### src/rtl/tdx_pkg.sv
// Package of constants for the transmit converter serial load and receive gain setup block.
`default_nettype none
package tdx_pkg;

  // ----------------------------------------------------------------
  // Frame and converter geometry
  // ----------------------------------------------------------------
  localparam int unsigned FRAME_W   = 16;   // Bits in one serial frame.
  localparam int unsigned CODE_W    = 10;   // Converter resolution.
  localparam int unsigned CODE_MSB  = 15;   // Frame bit holding converter bit 9.
  localparam int unsigned CODE_LSB  = 6;    // Frame bit holding converter bit 0.
  localparam int unsigned CNT_W     = 5;    // Width of the frame bit counter.

  // ----------------------------------------------------------------
  // Control frame layout (read/write bit, address, data)
  // ----------------------------------------------------------------
  localparam int unsigned RW_BIT    = 15;   // Read = 1, write = 0.
  localparam int unsigned ADDR_MSB  = 13;   // Top of the six address bits.
  localparam int unsigned ADDR_LSB  = 8;    // Bottom of the address bits.
  localparam int unsigned DATA_W    = 8;    // Data bits in a control frame.

  // ----------------------------------------------------------------
  // Control register addresses and fields
  // ----------------------------------------------------------------
  localparam logic [5:0] ADDR_SWITCHES = 6'h01; // Block power switches.
  localparam logic [5:0] ADDR_GAIN     = 6'h02; // Receive input and output amplifier gain select.
  localparam logic [5:0] ADDR_BAND     = 6'h04; // Band and status control.
  localparam logic [7:0] RST_SWITCHES  = 8'h00; // Power switches after reset.
  localparam logic [7:0] RST_GAIN      = 8'h32; // Gain select after reset.
  localparam logic [7:0] RST_BAND      = 8'h00; // Band control after reset.
  localparam int unsigned CONV_EN_BIT  = 5;     // Converter enable in the power switches.
  localparam int unsigned BAND_BIT     = 3;     // Filter cutoff in the band control.
  localparam int unsigned IN_GAIN_LSB  = 0;     // Input amplifier gain field.
  localparam int unsigned OUT_GAIN_LSB = 2;     // Output amplifier gain field.
  localparam logic [9:0] RST_CODE      = 10'h200; // Midscale converter code.

  // Gain step codes of the two receive amplifiers.
  typedef enum logic [1:0] {IN_G_0P25, IN_G_0P5, IN_G_1, IN_G_2} tdx_in_gain_t;
  typedef enum logic [1:0] {OUT_G_1, OUT_G_4, OUT_G_16, OUT_G_64} tdx_out_gain_t;

endpackage
`default_nettype wire

### src/rtl/tdx_top.sv
// Top of the converter serial load and receive gain setup block.
// Notes on behaviour
// - Converter is ten bits, loaded only serially.
// - Converter-select high routes frames to converter.
// - Frame bits 15..6 are code; rest discarded.
// - Code applied when chip select rises.
// - Input amplifier gains 0.25, 0.5, 1, 2.
// - Output amplifier gains 1, 4, 16, 64.
// - Control bit 3 picks filter cutoff band.
// - Data launched falling, captured rising clock edge.
`timescale 1ns/1ps
`default_nettype none
module tdx_top
(
  input  wire logic                          clk,
  input  wire logic                          rstn,
  input  wire logic                          sel_n,
  input  wire logic                          sdi,
  input  wire logic                          conv_sel,
  output logic                               sdo,
  output logic     [tdx_pkg::CODE_W-1:0]     tx_converter_code,
  output logic                               conv_mode,
  output logic                               band_cutoff_select,
  output tdx_pkg::tdx_in_gain_t              rx_input_amplifier,
  output tdx_pkg::tdx_out_gain_t             rx_output_amplifier,
  output logic     [tdx_pkg::DATA_W-1:0]     block_power_switches
);

  // ----------------------------------------------------------------
  // Serial capture
  // ----------------------------------------------------------------
  // The serial clock is the block clock; shifting happens on its rising edge only.
  logic [tdx_pkg::FRAME_W-1:0] frame;       // Bits shifted so far.
  logic [tdx_pkg::CNT_W-1:0]   count;       // Bits counted in this frame.

  tdx_shift u_shift
  (
    .clk      (clk),
    .rstn     (rstn),
    .sel_n    (sel_n),
    .sdi      (sdi),
    .frame_ff (frame),
    .count_ff (count)
  );

  // ----------------------------------------------------------------
  // Frame state
  // ----------------------------------------------------------------
  logic        sel_n_ff;     // Chip select one edge ago, for the rising edge.
  logic        to_conv_ff;   // Converter-select was seen high at some sample during this frame.
  logic        nxt_sel_n;
  logic        nxt_to_conv;
  logic        frame_end;    // Chip select just rose.
  logic        full;         // A whole frame of bits was taken.

  assign frame_end = sel_n && !sel_n_ff;
  assign full      = (count == tdx_pkg::CNT_W'(tdx_pkg::FRAME_W));

  // The route is latched while select is low: the host raises converter-select after
  // lowering chip select, so any sample taken during the frame counts.
  always_comb
  begin
    nxt_sel_n   = sel_n;
    nxt_to_conv = to_conv_ff;
    if (sel_n)
    begin
      if (frame_end)
      begin
        nxt_to_conv = 1'b0;
      end
    end
    else if (conv_sel)
    begin
      nxt_to_conv = 1'b1;
    end
  end

  // Registers only.
  always_ff @(posedge clk or negedge rstn)
  begin
    if (!rstn)
    begin
      sel_n_ff   <= 1'b1;
      to_conv_ff <= 1'b0;
    end
    else
    begin
      sel_n_ff   <= nxt_sel_n;
      to_conv_ff <= nxt_to_conv;
    end
  end

  // ----------------------------------------------------------------
  // Converter code and control registers
  // ----------------------------------------------------------------
  logic [tdx_pkg::CODE_W-1:0] code_ff;     // Applied converter code.
  logic [tdx_pkg::DATA_W-1:0] switch_ff;   // Block power switches.
  logic [tdx_pkg::DATA_W-1:0] gain_ff;     // Gain select.
  logic [tdx_pkg::DATA_W-1:0] band_ff;     // Band and status control.
  logic [tdx_pkg::CODE_W-1:0] nxt_code;
  logic [tdx_pkg::DATA_W-1:0] nxt_switch;
  logic [tdx_pkg::DATA_W-1:0] nxt_gain;
  logic [tdx_pkg::DATA_W-1:0] nxt_band;
  logic [5:0]                 addr;        // Address of a control frame.
  logic                       is_write;    // Control frame is a write.

  assign addr     = frame[tdx_pkg::ADDR_MSB:tdx_pkg::ADDR_LSB];
  assign is_write = !frame[tdx_pkg::RW_BIT];

  // A short frame is dropped whole so a glitched select never corrupts state.
  always_comb
  begin
    nxt_code   = code_ff;      // Hold until a later complete frame.
    nxt_switch = switch_ff;
    nxt_gain   = gain_ff;
    nxt_band   = band_ff;
    if (frame_end && full)
    begin
      if (to_conv_ff)
      begin
        // Left-justified; bits below the code are thrown away.
        nxt_code = frame[tdx_pkg::CODE_MSB:tdx_pkg::CODE_LSB];
      end
      else if (is_write)
      begin
        if (addr == tdx_pkg::ADDR_SWITCHES)
        begin
          nxt_switch = frame[tdx_pkg::DATA_W-1:0];
        end
        else if (addr == tdx_pkg::ADDR_GAIN)
        begin
          nxt_gain = frame[tdx_pkg::DATA_W-1:0];
        end
        else if (addr == tdx_pkg::ADDR_BAND)
        begin
          nxt_band = frame[tdx_pkg::DATA_W-1:0];
        end
        else
        begin
          nxt_band = band_ff;  // Unmapped writes are ignored.
        end
      end
    end
  end

  // Registers only.
  always_ff @(posedge clk or negedge rstn)
  begin
    if (!rstn)
    begin
      code_ff   <= tdx_pkg::RST_CODE;
      switch_ff <= tdx_pkg::RST_SWITCHES;
      gain_ff   <= tdx_pkg::RST_GAIN;
      band_ff   <= tdx_pkg::RST_BAND;
    end
    else
    begin
      code_ff   <= nxt_code;
      switch_ff <= nxt_switch;
      gain_ff   <= nxt_gain;
      band_ff   <= nxt_band;
    end
  end

  // ----------------------------------------------------------------
  // Registered outputs
  // ----------------------------------------------------------------
  logic                  conv_mode_ff;
  logic                  band_out_ff;
  logic                  sdo_ff;        // Serial output, kept low.
  tdx_pkg::tdx_in_gain_t  in_gain_ff;
  tdx_pkg::tdx_out_gain_t out_gain_ff;
  logic                  nxt_conv_mode;
  logic                  nxt_band_out;
  logic                  nxt_sdo;
  tdx_pkg::tdx_in_gain_t  nxt_in_gain;
  tdx_pkg::tdx_out_gain_t nxt_out_gain;

  // Converter mode needs the pin and the enable bit; otherwise the path takes pulse input.
  always_comb
  begin
    nxt_conv_mode = conv_sel && switch_ff[tdx_pkg::CONV_EN_BIT];
    nxt_band_out  = band_ff[tdx_pkg::BAND_BIT];   // 0 = lowest band, 1 = upper bands.
    nxt_in_gain   = tdx_pkg::tdx_in_gain_t'(gain_ff[tdx_pkg::IN_GAIN_LSB+:2]);
    nxt_out_gain  = tdx_pkg::tdx_out_gain_t'(gain_ff[tdx_pkg::OUT_GAIN_LSB+:2]);
    nxt_sdo       = 1'b0;   // Read-back is outside this block, so the line stays low.
  end

  // Registers only.
  always_ff @(posedge clk or negedge rstn)
  begin
    if (!rstn)
    begin
      conv_mode_ff <= 1'b0;
      band_out_ff  <= 1'b0;
      sdo_ff       <= 1'b0;
      // Gains mirror the gain register's reset value so no step is shown that it never held.
      in_gain_ff   <= tdx_pkg::tdx_in_gain_t'(tdx_pkg::RST_GAIN[tdx_pkg::IN_GAIN_LSB+:2]);
      out_gain_ff  <= tdx_pkg::tdx_out_gain_t'(tdx_pkg::RST_GAIN[tdx_pkg::OUT_GAIN_LSB+:2]);
    end
    else
    begin
      conv_mode_ff <= nxt_conv_mode;
      band_out_ff  <= nxt_band_out;
      sdo_ff       <= nxt_sdo;
      in_gain_ff   <= nxt_in_gain;
      out_gain_ff  <= nxt_out_gain;
    end
  end

  assign tx_converter_code    = code_ff;
  assign conv_mode            = conv_mode_ff;
  assign band_cutoff_select   = band_out_ff;
  assign rx_input_amplifier   = in_gain_ff;
  assign rx_output_amplifier  = out_gain_ff;
  assign block_power_switches = switch_ff;
  assign sdo                  = sdo_ff;
endmodule
`default_nettype wire

### src/rtl/tdx_shift.sv
// Serial input shift register with bit counter, sampled on rising clock edges.
`timescale 1ns/1ps
`default_nettype none
module tdx_shift
(
  input  wire logic                         clk,
  input  wire logic                         rstn,
  input  wire logic                         sel_n,
  input  wire logic                         sdi,
  output logic     [tdx_pkg::FRAME_W-1:0]   frame_ff,
  output logic     [tdx_pkg::CNT_W-1:0]     count_ff
);

  // ----------------------------------------------------------------
  // Next-value logic
  // ----------------------------------------------------------------
  logic [tdx_pkg::FRAME_W-1:0] nxt_frame;  // Shifted frame.
  logic [tdx_pkg::CNT_W-1:0]   nxt_count;  // Bits taken this frame.

  // Shift MSB first while selected; the counter saturates so extra bits only shift.
  always_comb
  begin
    nxt_frame = frame_ff;
    nxt_count = count_ff;
    if (sel_n)
    begin
      nxt_count = '0;
    end
    else
    begin
      nxt_frame = {frame_ff[tdx_pkg::FRAME_W-2:0], sdi};
      if (count_ff != tdx_pkg::CNT_W'(tdx_pkg::FRAME_W))
      begin
        nxt_count = count_ff + 1'b1;
      end
    end
  end

  // ----------------------------------------------------------------
  // Registers
  // ----------------------------------------------------------------
  // Registers only.
  always_ff @(posedge clk or negedge rstn)
  begin
    if (!rstn)
    begin
      frame_ff <= '0;
      count_ff <= '0;
    end
    else
    begin
      frame_ff <= nxt_frame;
      count_ff <= nxt_count;
    end
  end

endmodule
`default_nettype wire

### config.mk
export PLATFORM = sky130hd
export DESIGN_NAME = tdx_top
export DESIGN_NICKNAME = d
export VERILOG_FILES = /design/src/rtl/tdx_pkg.sv /design/src/rtl/tdx_top.sv /design/src/rtl/tdx_shift.sv
export SDC_FILE = /design/constraint.sdc
export NUM_CORES = 1
export LEC_CHECK = 0
export BUFFER_PORTS_ARGS = -buffer_cell sky130_fd_sc_hd__buf_2
export CORE_ASPECT_RATIO = 0.9
export CORE_UTILIZATION = 40
export CTS_BUF_LIST = sky130_fd_sc_hd__clkbuf_8
export CTS_CLUSTER_SIZE = 16
export DETAILED_ROUTE_END_ITERATION = 12
export GPL_TIMING_DRIVEN = 0
export HOLD_SLACK_MARGIN = 0.1
export PLACE_DENSITY = 0.68
export REMOVE_ABC_BUFFERS = 1
export SYNTH_ARGS = -nofsm -noshare
export SYNTH_HDL_FRONTEND = slang
export SYNTH_SLANG_ARGS = --single-unit
### constraint.sdc
create_clock -name clk -period 4.1 [get_ports clk]
set_input_delay 0.82 -clock clk [delete_from_list [all_inputs] [get_ports clk]]
set_output_delay 0.82 -clock clk [all_outputs]
set_load 0.05 [all_outputs]
After elaboration in Yosys (flattened, before gate mapping) --
Cells that the tools add are included.
Word-level totals: input port bits 5, output and inout bits 25, logic and storage cells 39, flip-flop bits (word level) 55
Operators by class: bitwise operators 4, reductions and logical operators 11, equal/unequal tests 6, muxes and demuxes 5, add/subtract/negate cells 1
Operator list (count):
- $mux 5 | 2
- $eq 6x1->1 const B | 1
- $eq 6x2->1 const B | 1
- $eq 6x3->1 const B | 1
- $reduce_and 6->1 | 1
- $add 5x1->5 const B | 1
- $eq 5x5->1 const B | 1
- $ne 5x5->1 const B | 1
- $reduce_and 5->1 | 1
- $not 1->1 | 4
- $reduce_and 2->1 | 2
- $reduce_and 4->1 | 1
- $reduce_bool 2->1 | 2
- $logic_and 1x1->1 | 3
- $mux 1 | 3
- $ne 2x1->1 const B | 1
- $logic_not 1->1 | 1

Logic depth before layout (Yosys ltp) --
depth after elaboration 4, depth in mapped cells 7, mapped depth without buffers 5

By module --
Synthesis repeated with hierarchy kept, for this count alone.
Unflattened totals: cell total of the unflattened synthesis 132, area, all modules 2072.0 µm²
Modules (own cells, without submodules):
- tdx_top | times used 1, sequential area each 780.7 µm², area each 1183.6 µm², cells an instance 72
- tdx_shift | times used 1, sequential area each 525.5 µm², area each 888.4 µm², cells an instance 60

Worst setup path before layout --
No wires, ideal clock.
path type flip-flop to flip-flop, start register u_shift.count_ff[0] (netlist bit), end register code_ff, in the netlist tx_converter_code[0], clock period less this slack 1.795 ns, setup time 0.125 ns, slack 2.305 ns, cell stages (with the launch flop) 8, required time 3.975 ns, arrival time 1.670 ns, buffers on the path 2, cell sequence dfrtp_1 inv_1 ha_1 nor4bb_1 buf_4 and4b_1 buf_6 mux2_2
On the way: longest elaborated chain between the ends 3
Ends and longest elaborated chain:
- start: declaration | RTL line tdx_shift.sv:11 | output logic [tdx_pkg::CNT_W-1:0] count_ff
- start signal: assignment | RTL line tdx_shift.sv:53 | count_ff <= nxt_count;
- $eq 5x5->1 | RTL line tdx_top.sv:57 | assign full = (count == tdx_pkg::CNT_W'(tdx_pkg::FRAME_W));
- $logic_and 1x1->1 | RTL line tdx_top.sv:117 | if (frame_end && full)
- $reduce_and 2->1 (no line)
- end signal: assignment | RTL line tdx_top.sv:151 | code_ff <= tdx_pkg::RST_CODE;
- end signal: assignment | RTL line tdx_top.sv:158 | code_ff <= nxt_code;
- end: declaration | RTL line tdx_top.sv:96 | logic [tdx_pkg::CODE_W-1:0] code_ff;
No other way between the ends. A chain may end at the register's enable or synchronous reset.

Final worst setup path --
start register u_shift.count_ff[0] (netlist bit), end register code_ff, in the netlist tx_converter_code[4]
The elaborated chain is that of the path after synthesis.

==> metrics <==
status=finished, final reports clean; count of antenna diodes in the layout=0; cell types with the largest area share after synthesis=dfrtp_1 60%, mux2_2 22%, dfstp_2 5.2%; worst clock skew=8.86 ps; Hold Vio Cnt, Final=0; crit path max fanout=10; vias in the first global route=1114; chip height=69.2 µm; Synth Area per Inst=15.8 µm²; Arr. time, crit path=2950 ps; summed instance area of the synthesized netlist=0.00201 mm²; number of standard cells in the layout, taps in and fillers out=223; startpoint kind of the worst setup timing path=flop; worst min path class=reg -> reg; maximum clock insertion buffer count=2; Die Footprint=0.00530 mm²; clock input transition at the sequential cells of the worst setup and hold paths=80 ps; vias post-DR=1068; final sum of negative setup slack=0 ps; TritonCTS clock tree=yes; Pre-Repair DR Iteration Count=2; Final setup viols=0; Max H-tree Level=2; number of DRC violations after detailed routing=0; cts-stage hold buffer count=0; worst rel slew slack=19.4%; standard-cell rows=24; initial antenna violation count=0; clock network fraction of total power=28.5%; Worst EP required=4270 ps; fraction of final layout cells sized beyond drive strength 1=50.6%; initial standard-cell utilization of the core=41.5%; Crit Path Category=reg -> reg; area share of the leading cell type in the synthesized netlist=59.9%; Warnings, synthesis=0; DRC marker count from the first detailed-route iteration=26; number of synthesized register bits=52; switching component of the power=0.260 mW; final non-filler cell area=0.00229 mm²; unrepaired setup endpoints after global routing=false; part of the total power dissipated in sequential elements=61.4%; cell internal pwr=0.794 mW; Fin Hold WS=368 ps; pin count of the biggest net entering global routing=53; combinational cell fraction of total power=10.1%; via density per instance=4.79; Final min period=2770 ps; VDD IR-drop max=257 µV; highest clock rate=361 MHz; wire length of the first global-routing pass=5.22 mm; weighted congestion at the end of routability-driven global placement=0.726; Final #Nets=164; residual antenna-violating net count after detailed routing=0; fillers=417; part of the cycle the worst path needs=67.6%; number of gates resized after CTS=0; commonest non-fill, non-tap cell in the layout=dfrtp_1; Gate Count Post-Synth=127; grt total ovfl=0; Routed wire per std cell=13.6 µm; CTS Root Buffer Type=clkbuf_8; # IOs=30; area grow syn2layout=14.3%; Leakage=1.16 nW; number of max-cap violations=0; number of buffers inserted during clock tree synthesis=5; Max Transition Viols Final=0; Power per Cell Area=460 mW/mm²; Clock Latency Late Sink=290 ps; post-synth top area cell=dfrtp_1; buffers added on ports=28; sinks on the clock net=52; Die Span X=76.6 µm; overall fraction of global-route tracks in use=12.4%; Worst setup EP type=flop; most used cells in the layout excluding fill and tap cells=48 x dfrtp_1, 39 x mux2_2, 28 x buf_2; Cell Count Post-Placement=215; transition time of the tightest slew-check pin=1190 ps; total routed wirelength=3.04 mm; HPWL Detailed=2.09 mm; switching part of the total=24.6%; portion of the post-synthesis area used by sequential elements=65.1%; number of post-CTS setup repair buffers=0; post-synth cell types=24; Std-Cell Core Area=0.00483 mm²; utilization of the core after routing=47.4%; post-placement cell area=0.00219 mm²
routing by layer:
metal	track usage, %	wire [µm]	share of wire [%]	vias up
met2	21.1	1520	50	16
met5	0	0	0	-
met4	3.21	21	0.69	0
met3	3.42	89	2.9	4
met1	15.7	1410	46	550
li1	-	-	-	498
stage by stage:
stage | setup WS, ps | total power [mW]
after floorplan | 1700 | 0.720
after global placement | 1390 | 0.757
after detailed placement | 1280 | 0.767
after CTS | 1270 | 1.07
after global routing | 1020 | 1.11
final | 1330 | 1.05
power groups by stage:
stage / Clock [mW] / Combinational [mW] / Sequential [mW]
2_1_floorplan: 0 / 0.0846 / 0.636
3_3_place_gp: 0 / 0.104 / 0.653
3_5_place_dp: 0 / 0.108 / 0.659
4_1_cts: 0.311 / 0.109 / 0.648
5_1_grt: 0.331 / 0.118 / 0.660
6_report: 0.300 / 0.107 / 0.647
Yosys cell counts:
master / number
dfrtp_1: 48
mux2_2: 39
nor2_1: 5
dfstp_2: 4
nor3b_1: 3
buf_4: 2
clkbuf_1: 2
ha_1: 2
inv_1: 2
nand3_1: 2
nand4_1: 2
nor3_1: 2
xnor2_1: 2
xor2_1: 2
and2_1: 1
and4b_1: 1
buf_6: 1
conb_1: 1
mux2i_1: 1
nand2_1: 1
nand4_2: 1
nor4b_4: 1
nor4bb_1: 1
o21ai_0: 1
sequential cells by signal, summed over array words and instances (netlist names):
name                  cells
band_cutoff_select        1
band_ff                   1
block_power_switches      8
conv_mode                 1
gain_ff                   4
rx_input_amplifier        2
rx_output_amplifier       2
sel_n_ff                  1
to_conv_ff                1
tx_converter_code        10
u_shift.count_ff          5
u_shift.frame_ff         16
worst paths after layout:
kind | from | endpoint | slack (ps) | cells past startpoint
worst max-delay path | u_shift.count_ff[0] | tx_converter_code[4] | 1330 | 5
worst min-delay path | gain_ff[1] | rx_input_amplifier[1] | 370 | 0
worst max register to register | u_shift.count_ff[0] | tx_converter_code[4] | 1330 | 5
worst min register to register | gain_ff[1] | rx_input_amplifier[1] | 370 | 0
max in group asynchronous | rstn | u_shift.frame_ff[10] | 2670 | 1
min in group asynchronous | rstn | block_power_switches[3] | 730 | 1
cell type report:
type	instances	area, µm²	area share (%)
flip-flops and latches	52	1310	57.0
repair buffers	28	140	6.11
clock inverters	1	3.75	0.164
clock buffers	7	96.3	4.20
inverters	2	7.51	0.327
multi-input cells	68	658	28.7
well taps	65	81.3	3.55
kinds of logic (layout without fill, tap and decap cells):
family                   count (synthesis)  in the layout  synth area share, %
flip-flops                              52             52                 65.1
AND/OR/NAND/NOR                         20             20                 6.99
XOR/XNOR                                 4              4                 1.75
multiplexers                            40             40                 22.4
adder cells (fa/ha/maj)                  2              2                 1.25
buffers and inverters                    7             38                 2.06
AO/OA/AOI/OAI                            1              1                0.249
other                                    1              1                0.187
worst max-delay path, stage by stage, from the launching register on:
cell      delay, ps
dfrtp_1         400
inv_1            90
ha_1            140
nor4bb_1       1000
and4b_1         630
mux2_2          390
(Power assumes the default switching activity.)
